===== src/hw/fsp_pkg.sv =====
// Package with constants for the frequency synthesis and fine phase block
// ----------------------------------------------------------------------
// How it works
// - Output frequency is reference times multiply/divide
// - Second output is the exact inverse
// - Both outputs have equal high and low
// - Standalone synthesis ignores the feedback clock
// - Edges realign every divide-factor reference cycles
// - Fine delay shifts all outputs together
// - Fixed granularity: period/256 or one step
// - Mode selects disabled, fixed or variable shift
// - Fixed delay equals value/256 of period
// - Zero aligns; positive later, negative earlier
// - Enable with direction on adjust clock edge
// - Done output synchronous to adjust clock; here done_r is registered on pclk
// - Variable operations clocked by adjust clock; here they are clocked by pclk on synchronised adjust edges
// - Adjust inputs have selectable polarity
// - Each enabled edge adds or subtracts one step; here only while idle, and the count holds at +/-MAX_STEPS
// - Settle 100 ref plus 3 adjust, done pulse
// - Manager reset returns variable shift to zero
// ----------------------------------------------------------------------
package fsp_pkg;

  // ----------------------------------------------------------------------
  // Register map (byte addresses)
  // ----------------------------------------------------------------------
  localparam logic [7:0] FSP_CTRL_ADDR = 8'h00;
  localparam logic [7:0] FSP_RATIO_ADDR = 8'h04;
  localparam logic [7:0] FSP_PHASE_ADDR = 8'h08;
  localparam logic [7:0] FSP_STATUS_ADDR = 8'h0C;

  // Control fields
  localparam int FSP_CTRL_MODE_LSB = 0;
  localparam int FSP_CTRL_DLL_BIT = 2;
  localparam int FSP_CTRL_RST_BIT = 3;
  localparam int FSP_CTRL_INV_EN_BIT = 4;
  localparam int FSP_CTRL_INV_CLK_BIT = 5;
  localparam int FSP_CTRL_INV_DIR_BIT = 6;
  // Ratio fields
  localparam int FSP_RATIO_MULT_LSB = 0;
  localparam int FSP_RATIO_DIV_LSB = 8;
  // Status fields
  localparam int FSP_STAT_STEP_LSB = 16;
  localparam int FSP_STAT_BUSY_BIT = 25;
  localparam int FSP_STAT_CFGERR_BIT = 26;
  localparam int FSP_STAT_REF_BIT = 27;
  localparam int FSP_STAT_FB_BIT = 28;

  // Reset values
  localparam logic [5:0] FSP_MULT_RST = 6'h02;
  localparam logic [5:0] FSP_DIV_RST = 6'h01;
  localparam logic [8:0] FSP_PHASE_RST = 9'h000;

  // Legal factor ranges
  localparam logic [5:0] FSP_MULT_MIN = 6'h02;
  localparam logic [5:0] FSP_MULT_MAX = 6'h20;
  localparam logic [5:0] FSP_DIV_MIN = 6'h01;
  localparam logic [5:0] FSP_DIV_MAX = 6'h20;

  // Phase shift modes
  typedef enum logic [1:0] {
    FSP_MODE_NONE = 2'h0,
    FSP_MODE_FIXED = 2'h1,
    FSP_MODE_VARIABLE = 2'h2
  } fsp_mode_t;

  // Variable shift sequencer, Gray along the path
  typedef enum logic [1:0] {
    FSP_PS_IDLE = 2'b00,
    FSP_PS_SETTLE = 2'b01,
    FSP_PS_TAIL = 2'b11,
    FSP_PS_DONE = 2'b10
  } fsp_ps_state_t;

  // Timing counts
  localparam logic [6:0] FSP_SETTLE_REF_CYC = 7'd100;
  localparam logic [1:0] FSP_SETTLE_ADJ_CYC = 2'd3;
  localparam int FSP_FRAC_SHIFT = 8;

endpackage


===== src/hw/fsp_freq_synth_phase_shift.sv =====
// Frequency synthesizer with fine phase shift, APB register slave
//
// The implementer's own choices: register access over APB and the register offsets.
module fsp_freq_synth_phase_shift #(
  parameter int REF_CNT_W = 16,
  parameter int MAX_STEPS = 255,
  parameter int STEP_PCLK = 1
) (
  // APB slave
  input wire logic pclk,
  input wire logic presetn,
  input wire logic psel,
  input wire logic penable,
  input wire logic pwrite,
  input wire logic [7:0] paddr,
  input wire logic [31:0] pwdata,
  output logic [31:0] prdata,
  output logic pready,
  output logic pslverr,
  // Clock pins
  input wire logic ref_clk_in,
  input wire logic feedback_clk_in,
  output logic synth_clk_out,
  output logic synth_clk_out_inv,
  // Phase adjust port
  input wire logic phase_adjust_clock,
  input wire logic phase_adjust_enable,
  input wire logic phase_adjust_direction,
  output logic phase_adjust_done
);
  import fsp_pkg::*;

  // ----------------------------------------------------------------------
  // Parameter checks
  // ----------------------------------------------------------------------
  if (REF_CNT_W < 8 || REF_CNT_W > 24) begin : g_bad_w
    $error("REF_CNT_W must be 8 to 24");
  end
  if (MAX_STEPS < 1 || MAX_STEPS > 255) begin : g_bad_s
    $error("MAX_STEPS must be 1 to 255");
  end
  if (STEP_PCLK < 1 || STEP_PCLK > 255) begin : g_bad_p
    $error("STEP_PCLK must be 1 to 255");
  end

  localparam int ACC_W = REF_CNT_W + 7;
  localparam logic signed [8:0] STEP_MAX = 9'(MAX_STEPS);
  localparam logic [8:0] STEP_CYC = 9'(STEP_PCLK);

  // Registers
  logic [1:0] mode_r;
  logic use_dll_r, mgr_rst_r;
  logic [2:0] inv_r;
  logic [5:0] mult_r, div_r;
  logic [8:0] phase_r;
  logic [31:0] prdata_r;

  // ----------------------------------------------------------------------
  // Pin synchronisers: ref, fb, adj clk, adj en, adj dir
  // ----------------------------------------------------------------------
  logic [4:0] pin_raw, sync1_r, sync2_r, sync3_r;
  assign pin_raw = {phase_adjust_direction, phase_adjust_enable, phase_adjust_clock,
                    feedback_clk_in, ref_clk_in};

  // First stage feeds the second stage only
  always_ff @(posedge pclk or negedge presetn) begin
    if (!presetn) begin
      sync1_r <= 5'h00;
      sync2_r <= 5'h00;
      sync3_r <= 5'h00;
    end else begin
      sync1_r <= pin_raw;
      sync2_r <= sync1_r;
      sync3_r <= sync2_r;
    end
  end

  logic ref_rise, fb_rise, adj_rise, adj_en, adj_dir;
  assign ref_rise = sync2_r[0] & ~sync3_r[0];
  assign fb_rise = sync2_r[1] & ~sync3_r[1];
  // Polarity per input chosen by software
  assign adj_rise = (sync2_r[2] ^ inv_r[1]) & ~(sync3_r[2] ^ inv_r[1]);
  assign adj_en = sync2_r[3] ^ inv_r[0];
  assign adj_dir = sync2_r[4] ^ inv_r[2];

  // Configuration sanity: illegal factors stop the outputs
  logic cfg_err;
  assign cfg_err = (mult_r < FSP_MULT_MIN) || (mult_r > FSP_MULT_MAX) ||
                   (div_r < FSP_DIV_MIN) || (div_r > FSP_DIV_MAX);

  // ----------------------------------------------------------------------
  // Reference period measurement
  // ----------------------------------------------------------------------
  logic [REF_CNT_W-1:0] ref_cnt_r, ref_per_r;
  logic ref_seen_r;
  logic [5:0] frame_cnt_r;
  logic frame_wrap;
  assign frame_wrap = ref_rise && (frame_cnt_r + 6'h01 >= div_r);

  // Period counter saturates so a stopped reference reads as long
  always_ff @(posedge pclk or negedge presetn) begin
    if (!presetn) begin
      ref_cnt_r <= '0;
      ref_per_r <= '0;
      ref_seen_r <= 1'b0;
    end else if (ref_rise) begin
      ref_cnt_r <= REF_CNT_W'(1);
      ref_per_r <= ref_cnt_r;
      ref_seen_r <= 1'b1;
    end else if (ref_cnt_r != '1) begin
      ref_cnt_r <= ref_cnt_r + REF_CNT_W'(1);
    end
  end

  // Counts reference cycles into frames of divide-factor length
  always_ff @(posedge pclk or negedge presetn) begin
    if (!presetn) begin
      frame_cnt_r <= 6'h00;
    end else if (frame_wrap) begin
      frame_cnt_r <= 6'h00;
    end else if (ref_rise) begin
      frame_cnt_r <= frame_cnt_r + 6'h01;
    end
  end

  // Feedback activity seen during the last frame
  logic fb_hit_r, fb_active_r;
  always_ff @(posedge pclk or negedge presetn) begin
    if (!presetn) begin
      fb_hit_r <= 1'b0;
      fb_active_r <= 1'b0;
    end else if (frame_wrap) begin
      fb_hit_r <= fb_rise;
      fb_active_r <= fb_hit_r | fb_rise;
    end else if (fb_rise) begin
      fb_hit_r <= 1'b1;
    end
  end

  // ----------------------------------------------------------------------
  // Variable shift sequencer
  // ----------------------------------------------------------------------
  fsp_ps_state_t ps_state_r;
  logic signed [8:0] step_r;
  logic [6:0] settle_r;
  logic [1:0] tail_r;
  logic done_r;

  // Request taken only on an enabled adjust edge while idle
  always_ff @(posedge pclk or negedge presetn) begin
    if (!presetn) begin
      ps_state_r <= FSP_PS_IDLE;
      step_r <= 9'sh000;
      settle_r <= 7'h00;
      tail_r <= 2'h0;
      done_r <= 1'b0;
    end else if (mgr_rst_r || mode_r != FSP_MODE_VARIABLE) begin
      ps_state_r <= FSP_PS_IDLE;
      step_r <= 9'sh000;
      settle_r <= 7'h00;
      tail_r <= 2'h0;
      done_r <= 1'b0;
    end else begin
      case (ps_state_r)
        FSP_PS_IDLE: begin
          if (adj_rise) begin
            done_r <= 1'b0;
          end
          if (adj_rise && adj_en) begin
            if (adj_dir && step_r < STEP_MAX) begin
              step_r <= step_r + 9'sh001;
            end else if (!adj_dir && step_r > -STEP_MAX) begin
              step_r <= step_r - 9'sh001;
            end
            settle_r <= 7'h00;
            ps_state_r <= FSP_PS_SETTLE;
          end
        end
        FSP_PS_SETTLE: begin
          // Worst-case wait in reference cycles
          if (ref_rise) begin
            settle_r <= settle_r + 7'h01;
            if (settle_r + 7'h01 >= FSP_SETTLE_REF_CYC) begin
              tail_r <= 2'h0;
              ps_state_r <= FSP_PS_TAIL;
            end
          end
        end
        FSP_PS_TAIL: begin
          if (adj_rise) begin
            tail_r <= tail_r + 2'h1;
            if (tail_r + 2'h1 >= FSP_SETTLE_ADJ_CYC) begin
              done_r <= 1'b1;
              ps_state_r <= FSP_PS_DONE;
            end
          end
        end
        FSP_PS_DONE: begin
          // Done stands for one adjust clock period
          if (adj_rise) begin
            done_r <= 1'b0;
            ps_state_r <= FSP_PS_IDLE;
          end
        end
        default: begin
          ps_state_r <= FSP_PS_IDLE;
        end
      endcase
    end
  end

  // ----------------------------------------------------------------------
  // Fine delay in pclk cycles, folded into one reference period in fixed mode; variable mode only adds one period to a negative amount
  // ----------------------------------------------------------------------
  logic signed [REF_CNT_W+9:0] fix_prod;
  logic signed [REF_CNT_W+9:0] var_prod;
  logic signed [REF_CNT_W+9:0] raw_dly;
  logic [REF_CNT_W-1:0] fine_dly;
  assign fix_prod = $signed(phase_r) * $signed({1'b0, ref_per_r});
  // Operands widen to the target before the product, so no step count is cut
  assign var_prod = $signed(step_r) * $signed({1'b0, STEP_CYC});

  // Negative shift becomes a delay of period minus the amount
  always_comb begin
    raw_dly = '0;
    case (mode_r)
      FSP_MODE_FIXED: raw_dly = fix_prod >>> FSP_FRAC_SHIFT;
      FSP_MODE_VARIABLE: raw_dly = var_prod;
      default: raw_dly = '0;
    endcase
    if (raw_dly < 0) begin
      raw_dly = raw_dly + $signed({10'h000, ref_per_r});
    end
    fine_dly = raw_dly[REF_CNT_W-1:0];
  end

  // ----------------------------------------------------------------------
  // Synthesizer: half-period accumulator with frame realignment
  // ----------------------------------------------------------------------
  logic [ACC_W-1:0] acc_r, acc_sum, half_lim;
  logic [REF_CNT_W-1:0] align_cnt_r;
  logic align_pend_r, synth_r;
  assign acc_sum = acc_r + ACC_W'({mult_r, 1'b0});
  assign half_lim = ACC_W'(ref_per_r) * ACC_W'(div_r);

  // Toggle each time 2*mult*pclk ticks cover period*div: f = fref*M/D
  always_ff @(posedge pclk or negedge presetn) begin
    if (!presetn) begin
      acc_r <= '0;
      synth_r <= 1'b0;
      align_cnt_r <= '0;
      align_pend_r <= 1'b0;
    end else if (mgr_rst_r || cfg_err || !ref_seen_r) begin
      acc_r <= '0;
      synth_r <= 1'b0;
      align_pend_r <= 1'b0;
    end else begin
      // Standalone mode never looks at feedback or realigns
      if (frame_wrap && use_dll_r) begin
        align_cnt_r <= fine_dly;
        align_pend_r <= 1'b1;
      end else if (align_pend_r && align_cnt_r != '0) begin
        align_cnt_r <= align_cnt_r - REF_CNT_W'(1);
      end
      if (align_pend_r && align_cnt_r == '0 && !(frame_wrap && use_dll_r)) begin
        acc_r <= '0;
        synth_r <= 1'b1;
        align_pend_r <= 1'b0;
      end else if (acc_sum >= half_lim) begin
        acc_r <= acc_sum - half_lim;
        synth_r <= ~synth_r;
      end else begin
        acc_r <= acc_sum;
      end
    end
  end

  assign synth_clk_out = synth_r;
  assign synth_clk_out_inv = ~synth_r;
  assign phase_adjust_done = done_r;

  // ----------------------------------------------------------------------
  // APB slave, zero wait states
  // ----------------------------------------------------------------------
  logic wr_acc, rd_setup, addr_ok;
  assign addr_ok = (paddr == FSP_CTRL_ADDR) || (paddr == FSP_RATIO_ADDR) ||
                   (paddr == FSP_PHASE_ADDR) || (paddr == FSP_STATUS_ADDR);
  assign wr_acc = psel & penable & pwrite;
  assign rd_setup = psel & ~penable & ~pwrite;
  assign pready = 1'b1;
  assign pslverr = psel & penable & ~addr_ok;
  assign prdata = prdata_r;

  // Writable configuration; status is read-only
  always_ff @(posedge pclk or negedge presetn) begin
    if (!presetn) begin
      mode_r <= FSP_MODE_NONE;
      use_dll_r <= 1'b0;
      mgr_rst_r <= 1'b0;
      inv_r <= 3'h0;
      mult_r <= FSP_MULT_RST;
      div_r <= FSP_DIV_RST;
      phase_r <= FSP_PHASE_RST;
    end else if (wr_acc) begin
      case (paddr)
        FSP_CTRL_ADDR: begin
          mode_r <= pwdata[FSP_CTRL_MODE_LSB +: 2];
          use_dll_r <= pwdata[FSP_CTRL_DLL_BIT];
          mgr_rst_r <= pwdata[FSP_CTRL_RST_BIT];
          inv_r <= {pwdata[FSP_CTRL_INV_DIR_BIT], pwdata[FSP_CTRL_INV_CLK_BIT],
                    pwdata[FSP_CTRL_INV_EN_BIT]};
        end
        FSP_RATIO_ADDR: begin
          mult_r <= pwdata[FSP_RATIO_MULT_LSB +: 6];
          div_r <= pwdata[FSP_RATIO_DIV_LSB +: 6];
        end
        FSP_PHASE_ADDR: begin
          phase_r <= pwdata[8:0];
        end
        default: begin
          phase_r <= phase_r;
        end
      endcase
    end
  end

  // Read data captured in the setup cycle
  always_ff @(posedge pclk or negedge presetn) begin
    if (!presetn) begin
      prdata_r <= 32'h0000_0000;
    end else if (rd_setup) begin
      case (paddr)
        FSP_CTRL_ADDR: prdata_r <= {25'h0, inv_r[2], inv_r[1], inv_r[0],
                                    mgr_rst_r, use_dll_r, mode_r};
        FSP_RATIO_ADDR: prdata_r <= {18'h0, div_r, 2'h0, mult_r};
        FSP_PHASE_ADDR: prdata_r <= {23'h0, phase_r};
        FSP_STATUS_ADDR: prdata_r <= {3'h0, fb_active_r, ref_seen_r, cfg_err,
                                      ps_state_r != FSP_PS_IDLE, step_r,
                                      16'(ref_per_r)};
        default: prdata_r <= 32'h0000_0000;
      endcase
    end
  end

endmodule


===== config.mk =====
export PLATFORM = sky130hd
export DESIGN_NAME = fsp_freq_synth_phase_shift
export DESIGN_NICKNAME = d
export VERILOG_FILES = /design/src/hw/fsp_pkg.sv /design/src/hw/fsp_freq_synth_phase_shift.sv
export SDC_FILE = /design/constraint.sdc
export NUM_CORES = 1
export LEC_CHECK = 0
export ABC_AREA = 1
export BUFFER_PORTS_ARGS = -buffer_cell sky130_fd_sc_hd__buf_4
export CAP_MARGIN = 20
export CORE_MARGIN = 4
export CORE_UTILIZATION = 60
export CTS_BUF_LIST = sky130_fd_sc_hd__clkbuf_8
export CTS_CLUSTER_SIZE = 20
export DETAILED_ROUTE_END_ITERATION = 6
export PLACE_DENSITY_LB_ADDON = 0.08
export SYNTH_ARGS = -nofsm -noshare
export SYNTH_HDL_FRONTEND = slang
export SYNTH_SLANG_ARGS = --single-unit
export TNS_END_PERCENT = 30

===== constraint.sdc =====
create_clock -name pclk -period 16.8 [get_ports pclk]
set_clock_uncertainty 0.05 [all_clocks]
set_input_delay 1.68 -clock pclk [delete_from_list [all_inputs] [get_ports pclk]]
set_output_delay 1.68 -clock pclk [all_outputs]
set_load 0.01 [all_outputs]

==> Word-level counts from Yosys, hierarchy flattened <==
Index checks and enable logic that the tools add are counted.
{ "totals": {"ff_bits": 176, "latch_bits": 0, "ramBits": 0, "romBits": 0, "output_inout_bits": 37, "elab_cells": 181, "n_memories": 0} }
{ "classes": {"addsub": 10, "n_mul": 2, "div_mod_pow": 0, "order_cmp": 11, "n_eq_ne": 17, "shift": 0, "muxes": 47, "bitwise": 21, "n_reduce_logical": 47} }
{ "op_table": {"columns": ["operator", "count"], "rows": [
  ["$pmux W29 S4", 1],
  ["$mux W16", 5],
  ["$mux W23", 3],
  ["$pmux W26 S2", 1],
  ["$mux W9", 5],
  ["$lt A26 B1 Y1 const B", 1],
  ["$mul A9 B17 Y26", 1],
  ["$add A23 B7 Y23", 1],
  ["$ge A23 B22 Y1", 1],
  ["$sub A23 B22 Y23", 1],
  ["$mul A16 B6 Y22", 1],
  ["$mux W2", 11],
  ["$mux W7", 3],
  ["$ne A3 B3 Y1 const B", 6],
  ["$reduce_bool A3 Y1", 6],
  ["$add A16 B1 Y16 const B", 1],
  ["$add A16 B16 Y16", 1],
  ["$eq A8 B4 Y1 const B", 2],
  ["$logic_not A16 Y1", 1],
  ["$ne A16 B16 Y1 const B", 1],
  ["$reduce_bool A16 Y1", 1],
  ["$sub A16 B1 Y16 const B", 1],
  ["$pmux W7 S2", 1],
  ["$reduce_bool A2 Y1", 7],
  ["37 further kinds", 92]
]} }

==> Depth between registers and ports, before layout <==
Gate-level depths: netlist (run 1).
{ "logic_depth": {"depth_word": 8, "mapped_depth": 37} }

==> Worst setup path before layout (run 1) <==
No wires, ideal clock.
{ "synth_path": {"path_kind": "reg-to-reg", "start": "register phase_r[7]", "end": "register align_cnt_r[10]", "setup_ps": 84, "arrival_time_ps": 6127, "required_time_ps": 16666, "slack_ps": 10539, "path_stages_with_launch": 32, "path_buffers": 2, "period_less_slack_ps": 6261, "path_cell_list": "dfrtp_1 -> clkbuf_1 -> clkbuf_1 -> nand2_1 -> fa_1 -> fa_1 -> inv_1 -> fa_1 -> fa_1 -> fa_1 -> ha_1 -> nand2_1 -> nand2_1 -> inv_1 -> nand2_4 -> a21boi_0 -> o21ai_0 -> a21oi_1 -> inv_1 -> fa_1 -> inv_1 -> a31oi_1 -> o21ai_0 -> nand3_1 -> nand2_1 -> nand2_1 -> nand2_1 -> xor2_1 -> nand2_1 -> nand3_1 -> nand2_1 -> o21ai_0"} }
{ "synth_via": {"elab_chain_len": 5, "elab_cells_between_ends": 6, "classes_between": "add/sub: 1; mul: 1; order compare: 1; mux: 3"} }
{ "synth_lines": {"columns": ["element", "line_no", "rtl"], "rows": [
  ["start, declared", "fsp_freq_synth_phase_shift.sv:55", "logic [8:0] phase_r;"],
  ["start signal, assigned", "fsp_freq_synth_phase_shift.sv:318", "phase_r <= pwdata[8:0];"],
  ["start signal, assigned", "fsp_freq_synth_phase_shift.sv:321", "phase_r <= phase_r;"],
  ["$mul A9 B17 Y26 *", "fsp_freq_synth_phase_shift.sv:219", "assign fix_prod = $signed(phase_r) * $signed({1'b0, ref_per_r});"],
  ["$pmux W26 S2 *", "fsp_freq_synth_phase_shift.sv:226", "case (mode_r)"],
  ["$lt A26 B1 Y1 or $add A16 B16 Y16 (tied branches)", "fsp_freq_synth_phase_shift.sv:231, fsp_freq_synth_phase_shift.sv:232", null],
  ["$mux W16 *", "fsp_freq_synth_phase_shift.sv:231", "if (raw_dly < 0) begin"],
  ["$mux W16 *", "fsp_freq_synth_phase_shift.sv:259", "if (frame_wrap && use_dll_r) begin"],
  ["end signal, assigned", "fsp_freq_synth_phase_shift.sv:260", "align_cnt_r <= fine_dly;"],
  ["end signal, assigned", "fsp_freq_synth_phase_shift.sv:263", "align_cnt_r <= align_cnt_r - REF_CNT_W'(1);"],
  ["end, declared", "fsp_freq_synth_phase_shift.sv:241", "logic [REF_CNT_W-1:0] align_cnt_r;"]
]} }
Mark *: on every way between the ends. The rest lies on a longest branch, timed or not.
A chain may end at the register's enable or synchronous reset.

==> Final worst setup path (run 1) <==
{ "layout_path": {"start": "register ref_per_r[0]", "end": "register align_cnt_r[10]"} }
{ "layout_via": {"elab_chain_len": 5, "elab_cells_between_ends": 6, "classes_between": "add/sub: 1; mul: 1; order compare: 1; mux: 3"} }
{ "layout_lines": {"columns": ["element", "line_no", "rtl"], "rows": [
  ["start, declared", "fsp_freq_synth_phase_shift.sv:94", "logic [REF_CNT_W-1:0] ref_cnt_r, ref_per_r;"],
  ["start signal, assigned", "fsp_freq_synth_phase_shift.sv:108", "ref_per_r <= ref_cnt_r;"],
  ["$mul A9 B17 Y26", "fsp_freq_synth_phase_shift.sv:219", null],
  ["$pmux W26 S2", "fsp_freq_synth_phase_shift.sv:226", null],
  ["$lt A26 B1 Y1 or $add A16 B16 Y16 (tied branches)", "fsp_freq_synth_phase_shift.sv:231, fsp_freq_synth_phase_shift.sv:232", null],
  ["$mux W16 *", "fsp_freq_synth_phase_shift.sv:231", null],
  ["$mux W16 *", "fsp_freq_synth_phase_shift.sv:259", null]
]} }
Marked as above.

==> reports/metrics.json, run 1 <==
{
  "cts_tree": {"value": "built"},
  "final_common_cell": {"value": "nand2_1"},
  "final_layout_size_suffix_gt1_frac": {"value": 0.0676},
  "cts.sinks": {"value": 173},
  "slowest_stage": {"value": "dfrtp_1"},
  "hp-class": {"value": "reg2reg"},
  "p_int": {"value": 777, "unit": "uW"},
  "x_dimension_of_the_die": {"value": 185, "unit": "um"},
  "numPortBuffers": {"value": 64},
  "drt-total-wl": {"value": 48600, "unit": "um"},
  "dr_total_vias": {"value": 16200},
  "max_slew_violation_total_from_the_final_report": {"value": 0},
  "initial_antenna_violation_count": {"value": 0},
  "max_slew.worst_pin.slew": {"value": 0.989, "unit": "ns"},
  "routed_wire_length_per_instance": {"value": 16.8, "unit": "um"},
  "io_pins": {"value": 87},
  "layout.nets": {"value": 2853},
  "starting_density": {"value": 0.612},
  "leakage_power_of_the_design": {"value": 0.0111, "unit": "uW"},
  "cpMostUsedCell": {"value": "nand2_1"},
  "power.clock.fraction": {"value": 0.212},
  "finalWorstPathRequiredPeriod": {"value": 7.58, "unit": "ns"},
  "timing.max_cap.violations": {"value": 0},
  "row_count": {"value": 64},
  "grt_start_max_net_pins": {"value": 66},
  "timing.final.setup_violations": {"value": 0},
  "finalCritPeriodShare": {"value": 0.451},
  "grt_first_pass_wirelength": {"value": 80600, "unit": "um"},
  "post_layout_power": {"value": 1440, "unit": "uW"},
  "synth-warning-count": {"value": 0},
  "tritoncts.num_buffers": {"value": 17},
  "worstSetupPathType": {"value": "reg2reg"},
  "ctsRootBufferMaster": {"value": "clkbuf_8"},
  "postCtsResizedCells": {"value": 0},
  "rsz0062_at_grt": {"value": "false"},
  "timing.critical_path.fanout_max": {"value": 15},
  "switching_share": {"value": 0.462},
  "detailedRoute.firstPassIterationCount": {"value": 5},
  "ctsHtreeMaxLevel": {"value": 4},
  "p_sw": {"value": 668, "unit": "uW"},
  "critPathArrivalTime": {"value": 7.92, "unit": "ns"},
  "tns_setup": {"value": 0, "unit": "ns"},
  "async_reset_ff_frac": {"value": 1.00},
  "power_density": {"value": 72.5, "unit": "nW/um2"},
  "clk_pin_slew_worst_paths": {"value": 0.12, "unit": "ns"},
  "areaGrowthSynthToFinish": {"value": 5.68, "unit": "%"},
  "max_slew_margin": {"value": 0.341},
  "timing.fmax": {"value": 132, "unit": "MHz"},
  "initialDrtViolationCount": {"value": 1121},
  "outcome": {"value": "completed"},
  "peakVddDrop": {"value": 0.0000804, "unit": "V"},
  "n_antenna_cell": {"value": 0},
  "die-area": {"value": 34300, "unit": "um2"},
  "max-clock-path-buffers": {"value": 2},
  "cp.required": {"value": 17.13, "unit": "ns"},
  "fin_hold_viols": {"value": 0},
  "worst_setup_path_end_kind": {"value": "register"},
  "seq_power_share": {"value": 0.324},
  "core_area": {"value": 30800, "unit": "um2"},
  "synthesis.instances": {"value": 2484},
  "die-height": {"value": 185, "unit": "um"},
  "dp_hpwl": {"value": 37800, "unit": "um"},
  "viasPerCell": {"value": 5.58},
  "clkLatencyLatePin": {"value": 0.47, "unit": "ns"},
  "synth_ff_type": {"value": "dfrtp_1"},
  "synth_area": {"value": 18900, "unit": "um2"},
  "synth.lib_cells_used.distinct": {"value": 70},
  "avgSynthCellArea": {"value": 7.59, "unit": "um2"},
  "seq_area_frac_synth": {"value": 0.230},
  "critical_path.startpoint_type": {"value": "register"},
  "layout_common_cells": {"value": "652 x nand2_1, 437 x inv_1, 171 x dfrtp_1"},
  "drt.antenna.violating_nets": {"value": 0},
  "synth-edff-count": {"value": 0},
  "fill_cells": {"value": 2744},
  "post_cts_buffers": {"value": 0},
  "postSynthRegisterBits": {"value": 173},
  "first_global_vias": {"value": 16000},
  "drt_drc_violations_left": {"value": 0},
  "globalRouteOverflowTotal": {"value": 0},
  "finalWeightedCongestion": {"value": 0.929},
  "power_share_of_the_combinational_group": {"value": 0.464},
  "critical-path-max-stage-delay": {"value": 0.96, "unit": "ns"},
  "grt_use_total": {"value": 0.293},
  "cts.hold.buffers_added": {"value": 0}
}
[flip-flops by register name, indices dropped and copies added, names as in the netlist, 7 cells and up]
register and count:
prdata 29, acc_r 23, align_cnt_r 16, ref_cnt_r 16, ref_per_r 16, phase_r 9, step_r 9, settle_r 7
[final cells by class]
class / instances / area, um2 / share of cell area
Clock buffer: 17 / 234 / 0.0117
Clock inverter: 15 / 189 / 0.00948
Inverter: 446 / 1680 / 0.0841
Multi-Input combinational cell: 1774 / 12400 / 0.624
Sequential cell: 173 / 4330 / 0.217
Tap cell: 396 / 495 / 0.0249
Timing Repair Buffer: 75 / 567 / 0.0284
[routing by layer]
layer,up-vias,share of wire,global-route usage
li1,7825,-,-
met1,7847,0.45,0.406
met2,431,0.47,0.485
met3,71,0.049,0.0375
met4,0,0.027,0.0851
met5,-,0,0
[logic make-up (layout without fill, tap and decap cells)]
kind of cell | count (synthesis) | after routing | synth area share
buffers and inverters | 539 | 553 | 0.111
adder cells (fa/ha/maj) | 316 | 316 | 0.273
flip-flops | 173 | 173 | 0.230
AO/OA/AOI/OAI | 414 | 414 | 0.127
XOR/XNOR | 96 | 96 | 0.0450
multiplexers | 1 | 1 | 0.000531
AND/OR/NAND/NOR | 943 | 943 | 0.213
other | 2 | 4 | 0.000398
[synth_stat cells (19+ instances only)]
| library cell | n | area share |
|---|---|---|
| nand2_1 | 652 | 0.13 |
| inv_1 | 437 | 0.087 |
| dfrtp_1 | 171 | 0.23 |
| fa_1 | 159 | 0.17 |
| ha_1 | 157 | 0.10 |
| a21oi_1 | 147 | 0.039 |
| o21ai_0 | 147 | 0.039 |
| nor2_1 | 120 | 0.024 |
| nand3_1 | 76 | 0.020 |
| clkbuf_1 | 64 | 0.013 |
| xor2_1 | 60 | 0.028 |
| xnor2_1 | 35 | 0.016 |
| nand4_1 | 21 | 0.0070 |
| o22ai_1 | 21 | 0.0070 |
| nor3_1 | 19 | 0.0050 |
[power groups by stage]
stage                     registers [uW]  logic [uW]  clock network [uW]
after CTS                            466         673                 309
after global placement               474         656                   0
after detailed placement             475         666                   0
after global routing                 469         763                 327
after floorplan                      450         511                   0
final                                468         671                 306
[critical path: cells and delay by family, from the launching register on]
kind | cells | cell delay, ns
buf+inv | 5 | 0.63
compound gates | 6 | 1.30
fa+ha+maj | 7 | 3.33
flops | 1 | 0.96
xor+xnor | 1 | 0.14
simple gates | 11 | 1.09
[stage by stage]
stage          cell area [um2]  worst slack [ns]  std cells   util  hold slack [ns]
5_1_grt                  19900              8.79       2896  0.647            0.316
2_1_floorplan            18900             10.54       2486      -            0.281
3_3_place_gp             19500              9.40       2864  0.633            0.282
3_5_place_dp             19500              9.38       2864  0.633            0.287
4_1_cts                  19900              9.32       2896  0.647            0.315
6_report                 19900              9.22       2896  0.647            0.319
[path summary, 6_finish.rpt]
path / startpoint / endpoint / slack, ns / depth (start not counted)
max: ref_per_r[0]$_DFFE_PN0P_ / align_cnt_r[10]$_DFFE_PN0P_ / 9.22 / 30
min: sync1_r[3]$_DFF_PN0_ / sync2_r[3]$_DFF_PN0_ / 0.32 / 0
max reg2reg: ref_per_r[0]$_DFFE_PN0P_ / align_cnt_r[10]$_DFFE_PN0P_ / 9.22 / 30
min reg2reg: sync1_r[3]$_DFF_PN0_ / sync2_r[3]$_DFF_PN0_ / 0.32 / 0
max in group asynchronous: presetn / prdata[16]$_DFFE_PN0P_ / 13.53 / 3
min in group asynchronous: presetn / acc_r[13]$_DFF_PN0_ / 1.09 / 1
(Power assumes the default switching activity.)
==> run 2, diff against run 1 <==
--- a/config.mk
+++ b/config.mk
@@ -9,7 +9,7 @@
 export BUFFER_PORTS_ARGS = -buffer_cell sky130_fd_sc_hd__buf_4
 export CAP_MARGIN = 20
 export CORE_MARGIN = 4
-export CORE_UTILIZATION = 60
+export CORE_UTILIZATION = 59
 export CTS_BUF_LIST = sky130_fd_sc_hd__clkbuf_8
 export CTS_CLUSTER_SIZE = 20
 export DETAILED_ROUTE_END_ITERATION = 6
==> constraint.sdc (replaced) <==
create_clock -name pclk -period 6.1 [get_ports pclk]
set_clock_uncertainty 0.05 [all_clocks]
set_input_delay 0.61 -clock pclk [delete_from_list [all_inputs] [get_ports pclk]]
set_output_delay 0.61 -clock pclk [all_outputs]
set_load 0.01 [all_outputs]
==> run 2 against run 1 <==
  * The flow now finishes with violations (negative setup slack)
  * Non-clock buffer count grew 192
  * Combinational power increased to 3.5 times the previous value
  * Clock power grew to 2.8 times the previous value
  * Design area rose by 14%
  * Via count rose by 5.5%
  * Utilization rose by 7.3 points
  * First-iteration DRC count is 1.3% higher
  * Sequential cell count stayed put
  * Global-route usage is 0.36 points higher
  * Maximum frequency increased by 23%
==> reports/metrics.json, run 2 (synthesis results as in run 1) <==
{
  "outcome": {"value": "complete, but fails checks"},
  "failed_checks": {"value": "negative setup slack"},
  "cpMostUsedCell": {"value": "nand2_1"},
  "grt_first_pass_wirelength": {"value": 84900, "unit": "um"},
  "final_layout_size_suffix_gt1_frac": {"value": 0.204},
  "critPathArrivalTime": {"value": 6.56, "unit": "ns"},
  "initialDrtViolationCount": {"value": 1136},
  "clkLatencyLatePin": {"value": 0.49, "unit": "ns"},
  "x_dimension_of_the_die": {"value": 187, "unit": "um"},
  "r2r-end": {"value": "align_cnt_r[12]$_DFFE_PN0P_"},
  "max-clock-path-buffers": {"value": 2},
  "final.setup.worst_slack": {"value": -0.0895, "unit": "ns"},
  "worst_r2r_path_depth": {"value": 30},
  "leakage_power_of_the_design": {"value": 0.0122, "unit": "uW"},
  "final_cell_count_no_fill": {"value": 3093},
  "r2r-start": {"value": "phase_r[2]$_DFFE_PN0P_"},
  "finalWeightedCongestion": {"value": 0.924},
  "timing.fmax": {"value": 162, "unit": "MHz"},
  "tritoncts.num_buffers": {"value": 17},
  "worst_setup_path_end_kind": {"value": "register"},
  "largest_register_ff_count": {"value": 29},
  "drt.antenna.violating_nets": {"value": 0},
  "drt_drc_violations_left": {"value": 0},
  "critical_path_depth": {"value": 30},
  "critical_path.startpoint_type": {"value": "register"},
  "grt_use_total": {"value": 0.296},
  "layout_common_cells": {"value": "614 x nand2_1, 429 x inv_1, 248 x buf_4"},
  "dp_worst_setup_slack": {"value": -0.359, "unit": "ns"},
  "tns_setup": {"value": -0.210, "unit": "ns"},
  "cts_tree": {"value": "built"},
  "drt-total-wl": {"value": 53500, "unit": "um"},
  "final_common_cell": {"value": "nand2_1"},
  "finalCritPeriodShare": {"value": 1.01},
  "max_slew_violation_total_from_the_final_report": {"value": 0},
  "grt_start_max_net_pins": {"value": 83},
  "finish.utilization": {"value": 0.720},
  "globalRouteOverflowTotal": {"value": 0},
  "clk_pin_slew_worst_paths": {"value": 0.11, "unit": "ns"},
  "timing.max_cap.violations": {"value": 0},
  "ctsHtreeMaxLevel": {"value": 4},
  "fill_cells": {"value": 2464},
  "worst-r2r-setup-slack": {"value": -0.09, "unit": "ns"},
  "regArea": {"value": 4340, "unit": "um2"},
  "path_buf_inv": {"value": 6},
  "n_antenna_cell": {"value": 0},
  "dp_hpwl": {"value": 41100, "unit": "um"},
  "dr_total_vias": {"value": 17100},
  "cp.required": {"value": 6.47, "unit": "ns"},
  "io_pins": {"value": 87},
  "critical-path-max-stage-delay": {"value": 0.59, "unit": "ns"},
  "multi_input_area": {"value": 13600, "unit": "um2"},
  "detailedRoute.firstPassIterationCount": {"value": 6},
  "die-height": {"value": 187, "unit": "um"},
  "layout.nets": {"value": 3045},
  "timing.critical_path.fanout_max": {"value": 9},
  "rsz0062_at_grt": {"value": "true"},
  "cts.sinks": {"value": 173},
  "peakVddDrop": {"value": 0.000265, "unit": "V"},
  "timing.final.setup_violations": {"value": 7},
  "initial_antenna_violation_count": {"value": 0},
  "starting_density": {"value": 0.598},
  "slowest_stage": {"value": "fa_1"},
  "power_density": {"value": 196, "unit": "nW/um2"},
  "viasPerCell": {"value": 5.52},
  "first_global_vias": {"value": 16900},
  "hp-class": {"value": "in2async"},
  "max_slew_margin": {"value": 0.160},
  "core_area": {"value": 31600, "unit": "um2"},
  "placed_cells": {"value": 3025},
  "routed_wire_length_per_instance": {"value": 17.3, "unit": "um"},
  "cpLargestDelayFamily": {"value": "adder cells"},
  "worstSetupPathType": {"value": "reg2reg"},
  "die-area": {"value": 34900, "unit": "um2"},
  "ctsRootBufferMaster": {"value": "clkbuf_8"},
  "areaGrowthSynthToFinish": {"value": 20.4, "unit": "%"},
  "finalWorstPathRequiredPeriod": {"value": 6.19, "unit": "ns"},
  "numPortBuffers": {"value": 64},
  "max_slew.worst_pin.slew": {"value": 1.26, "unit": "ns"},
  "fin_hold_viols": {"value": 0},
  "row_count": {"value": 65}
}
-- run 2: worst max path at each step --
stage	startpoint	endpoint	slack, ns
4_1_cts	ref_per_r[9]$_DFFE_PN0P_	align_cnt_r[13]$_DFFE_PN0P_	0.0005
3_5_place_dp	ref_per_r[0]$_DFFE_PN0P_	align_cnt_r[10]$_DFFE_PN0P_	-0.36
5_1_grt	phase_r[2]$_DFFE_PN0P_	align_cnt_r[14]$_DFFE_PN0P_	-0.31
3_3_place_gp	ref_per_r[0]$_DFFE_PN0P_	align_cnt_r[10]$_DFFE_PN0P_	-0.22
2_1_floorplan	phase_r[7]$_DFFE_PN0P_	align_cnt_r[10]$_DFFE_PN0P_	0.02
6_report	phase_r[2]$_DFFE_PN0P_	align_cnt_r[12]$_DFFE_PN0P_	-0.09
-- run 2: cell type report --
| class | instances | share of cell area |
|---|---|---|
| multi-input cells | 1774 | 0.600 |
| repair buffers | 267 | 0.0952 |
| well taps | 402 | 0.0222 |
| clock buffers | 19 | 0.0115 |
| inverters | 446 | 0.0738 |
| flip-flops and latches | 173 | 0.191 |
| clock inverters | 12 | 0.00595 |
-- run 2: stage by stage --
step                      total power [uW]  hold WS [ns]  area [um2]
after floorplan                       2650         0.264       18900
after global placement                3190         0.282       20700
after detailed placement              3220         0.286       20700
after CTS                             4120         0.138       21600
after global routing                  4760         0.112       22700
final                                 4450        0.0628       22700
-- run 2: worst register-to-register path: cells and delay by family (launching register included) --
kind            cells  cell delay, ns
compound gates      6            1.01
buf+inv             6            0.67
simple gates       10            0.68
fa+ha+maj           7            3.13
flops               1            0.39
xor+xnor            1            0.19
-- run 2: layer usage --
metal	up-vias	track usage	part of all wire
met2	523	0.504	0.49
met3	114	0.0352	0.056
met1	8203	0.399	0.42
met4	0	0.0953	0.034
met5	-	0	0
li1	8225	-	-
-- run 2: timing repair --
item | in CTS | in global routing
endpoints found under the hold margin | 0 | 0
endpoints found under the setup margin | 22 | 40
buffers inserted | 12 | 21
pin swaps | 34 | 109
hold buffers | 0 | 0
gates cloned | 0 | 4
resized for setup | 66 | 202
-- run 2: report_power, final --
part | total (uW) | internal (uW) | switching (uW)
Clock | 852 | 388 | 464
Combinational | 2360 | 951 | 1410
Sequential | 1240 | 1190 | 48.5
Total | 4450 | 2530 | 1930
==> run 3, diff against run 2 <==
--- a/config.mk
+++ b/config.mk
@@ -13,7 +13,7 @@
 export CTS_BUF_LIST = sky130_fd_sc_hd__clkbuf_8
 export CTS_CLUSTER_SIZE = 20
 export DETAILED_ROUTE_END_ITERATION = 6
-export PLACE_DENSITY_LB_ADDON = 0.08
+export PLACE_DENSITY = 0.8
 export SYNTH_ARGS = -nofsm -noshare
 export SYNTH_HDL_FRONTEND = slang
 export SYNTH_SLANG_ARGS = --single-unit
==> run 3 against run 2 <==
  * The run still ends with negative setup slack left
  * Global-route usage fell by 0.81 points
  * Non-clock buffer count fell by 12
  * Count of clock-buffer cells in the layout fell by 2
  * First-iteration DRC count rose by 34%
  * Wire length fell by 2.7%
  * Register-to-register slack got worse by 0.03 ns
  * Critical path type unchanged
  * Largest power group unchanged
  * Highest routed layer unchanged
==> reports/metrics.json, run 3 (synthesis results as in run 1) <==
{
  "worst_setup_path_end_kind": {"value": "register"},
  "fill_cells": {"value": 2363},
  "globalRouteOverflowTotal": {"value": 0},
  "dp_hpwl": {"value": 40000, "unit": "um"},
  "cts.sinks": {"value": 173},
  "numPortBuffers": {"value": 64},
  "grt_start_max_net_pins": {"value": 95},
  "dr_total_vias": {"value": 17500},
  "clkLatencyLatePin": {"value": 0.50, "unit": "ns"},
  "layout_common_cells": {"value": "636 x nand2_1, 432 x inv_1, 240 x buf_4"},
  "n_antenna_cell": {"value": 0},
  "starting_density": {"value": 0.598},
  "finalCritPeriodShare": {"value": 1.02},
  "path_buf_inv": {"value": 3},
  "tns_setup": {"value": -0.584, "unit": "ns"},
  "cp.required": {"value": 6.45, "unit": "ns"},
  "final_common_cell": {"value": "nand2_1"},
  "first_global_vias": {"value": 17400},
  "failed_checks": {"value": "negative setup slack"},
  "rsz0062_at_grt": {"value": "true"},
  "cts_tree": {"value": "built"},
  "outcome": {"value": "complete, but fails checks"},
  "initial_antenna_violation_count": {"value": 0},
  "drt-total-wl": {"value": 52100, "unit": "um"},
  "final_layout_size_suffix_gt1_frac": {"value": 0.176},
  "critPathArrivalTime": {"value": 6.57, "unit": "ns"},
  "tritoncts.num_buffers": {"value": 17},
  "areaGrowthSynthToFinish": {"value": 17.3, "unit": "%"},
  "layout.nets": {"value": 3033},
  "timing.max_cap.violations": {"value": 0},
  "clk_pin_slew_worst_paths": {"value": 0.12, "unit": "ns"},
  "slowest_stage": {"value": "fa_2"},
  "max_slew_margin": {"value": 0.298},
  "final.setup.worst_slack": {"value": -0.119, "unit": "ns"},
  "hp-class": {"value": "in2async"},
  "r2r-start": {"value": "phase_r[3]$_DFFE_PN0P_"},
  "worst_r2r_path_depth": {"value": 28},
  "max_slew_violation_total_from_the_final_report": {"value": 0},
  "cpLargestDelayFamily": {"value": "adder cells"},
  "routed_wire_length_per_instance": {"value": 16.9, "unit": "um"},
  "viasPerCell": {"value": 5.66},
  "fin_hold_viols": {"value": 0},
  "worstSetupPathType": {"value": "reg2reg"},
  "io_pins": {"value": 87},
  "die-area": {"value": 34900, "unit": "um2"},
  "worst-r2r-setup-slack": {"value": -0.12, "unit": "ns"},
  "x_dimension_of_the_die": {"value": 187, "unit": "um"},
  "drt.antenna.violating_nets": {"value": 0},
  "initialDrtViolationCount": {"value": 1520},
  "critical_path.startpoint_type": {"value": "register"},
  "power_density": {"value": 190, "unit": "nW/um2"},
  "drt_drc_violations_left": {"value": 0},
  "finish.utilization": {"value": 0.701},
  "post_layout_power": {"value": 4210, "unit": "uW"},
  "timing.final.setup_violations": {"value": 8},
  "timing.critical_path.fanout_max": {"value": 5},
  "finalWeightedCongestion": {"value": 0.951},
  "grt_use_total": {"value": 0.288},
  "r2r-end": {"value": "align_cnt_r[9]$_DFFE_PN0P_"},
  "grt_first_pass_wirelength": {"value": 83600, "unit": "um"},
  "row_count": {"value": 65},
  "peakVddDrop": {"value": 0.000216, "unit": "V"},
  "timing.fmax": {"value": 161, "unit": "MHz"},
  "max-clock-path-buffers": {"value": 2},
  "dp_worst_setup_slack": {"value": -0.321, "unit": "ns"},
  "core_area": {"value": 31600, "unit": "um2"},
  "detailedRoute.firstPassIterationCount": {"value": 5},
  "critical-path-max-stage-delay": {"value": 0.61, "unit": "ns"},
  "ctsRootBufferMaster": {"value": "clkbuf_8"},
  "ctsHtreeMaxLevel": {"value": 4},
  "die-height": {"value": 187, "unit": "um"},
  "finalWorstPathRequiredPeriod": {"value": 6.22, "unit": "ns"},
  "largest_register_ff_count": {"value": 29},
  "leakage_power_of_the_design": {"value": 0.0120, "unit": "uW"},
  "max_slew.worst_pin.slew": {"value": 1.05, "unit": "ns"}
}
## run 3: metal layers
layer | track usage | share of wire
met5 | 0 | 0
met4 | 0.126 | 0.050
met3 | 0.0374 | 0.062
met2 | 0.511 | 0.51
met1 | 0.354 | 0.38
## run 3: per-stage QoR
stage	hold slack [ns]	instance area, um2	instances
final	0.106	22100	3082
after global routing	0.128	22100	3082
after CTS	0.141	21600	3066
after detailed placement	0.285	20700	3025
after global placement	0.283	20700	3025
after floorplan	0.264	18900	2486
## run 3: worst max-delay path by stage
stage / startpoint / to / cells past startpoint
floorplan: phase_r[7]$_DFFE_PN0P_ / align_cnt_r[10]$_DFFE_PN0P_ / 31
CTS: phase_r[5]$_DFFE_PN0P_ / align_cnt_r[10]$_DFFE_PN0P_ / 33
global route: phase_r[8]$_DFFE_PN0P_ / align_cnt_r[15]$_DFFE_PN0P_ / 36
finish: phase_r[3]$_DFFE_PN0P_ / align_cnt_r[9]$_DFFE_PN0P_ / 28
global placement: phase_r[5]$_DFFE_PN0P_ / align_cnt_r[12]$_DFFE_PN0P_ / 31
detailed placement: phase_r[8]$_DFFE_PN0P_ / align_cnt_r[12]$_DFFE_PN0P_ / 29
## run 3: final cells by class
class / count / area [um2] / area share
clock buffer: 17 / 234 / 0.0106
clock inverter: 15 / 201 / 0.00911
timing repair buffer: 255 / 2010 / 0.0908
multi-input combinational: 1774 / 13200 / 0.594
sequential: 173 / 4350 / 0.197
tap: 402 / 503 / 0.0227
inverter: 446 / 1680 / 0.0758
## run 3: report_power, final
part	total, uW	internal, uW	switching, uW
logic	2100	798	1300
clock network	874	326	548
registers	1240	1190	47.6
total	4210	2310	1900
## run 3: repair_timing
action,CTS,global route
hold buffers,0,0
pin swaps,34,51
buffers inserted,9,16
setup endpoints to repair,11,40
gates resized for setup,67,99
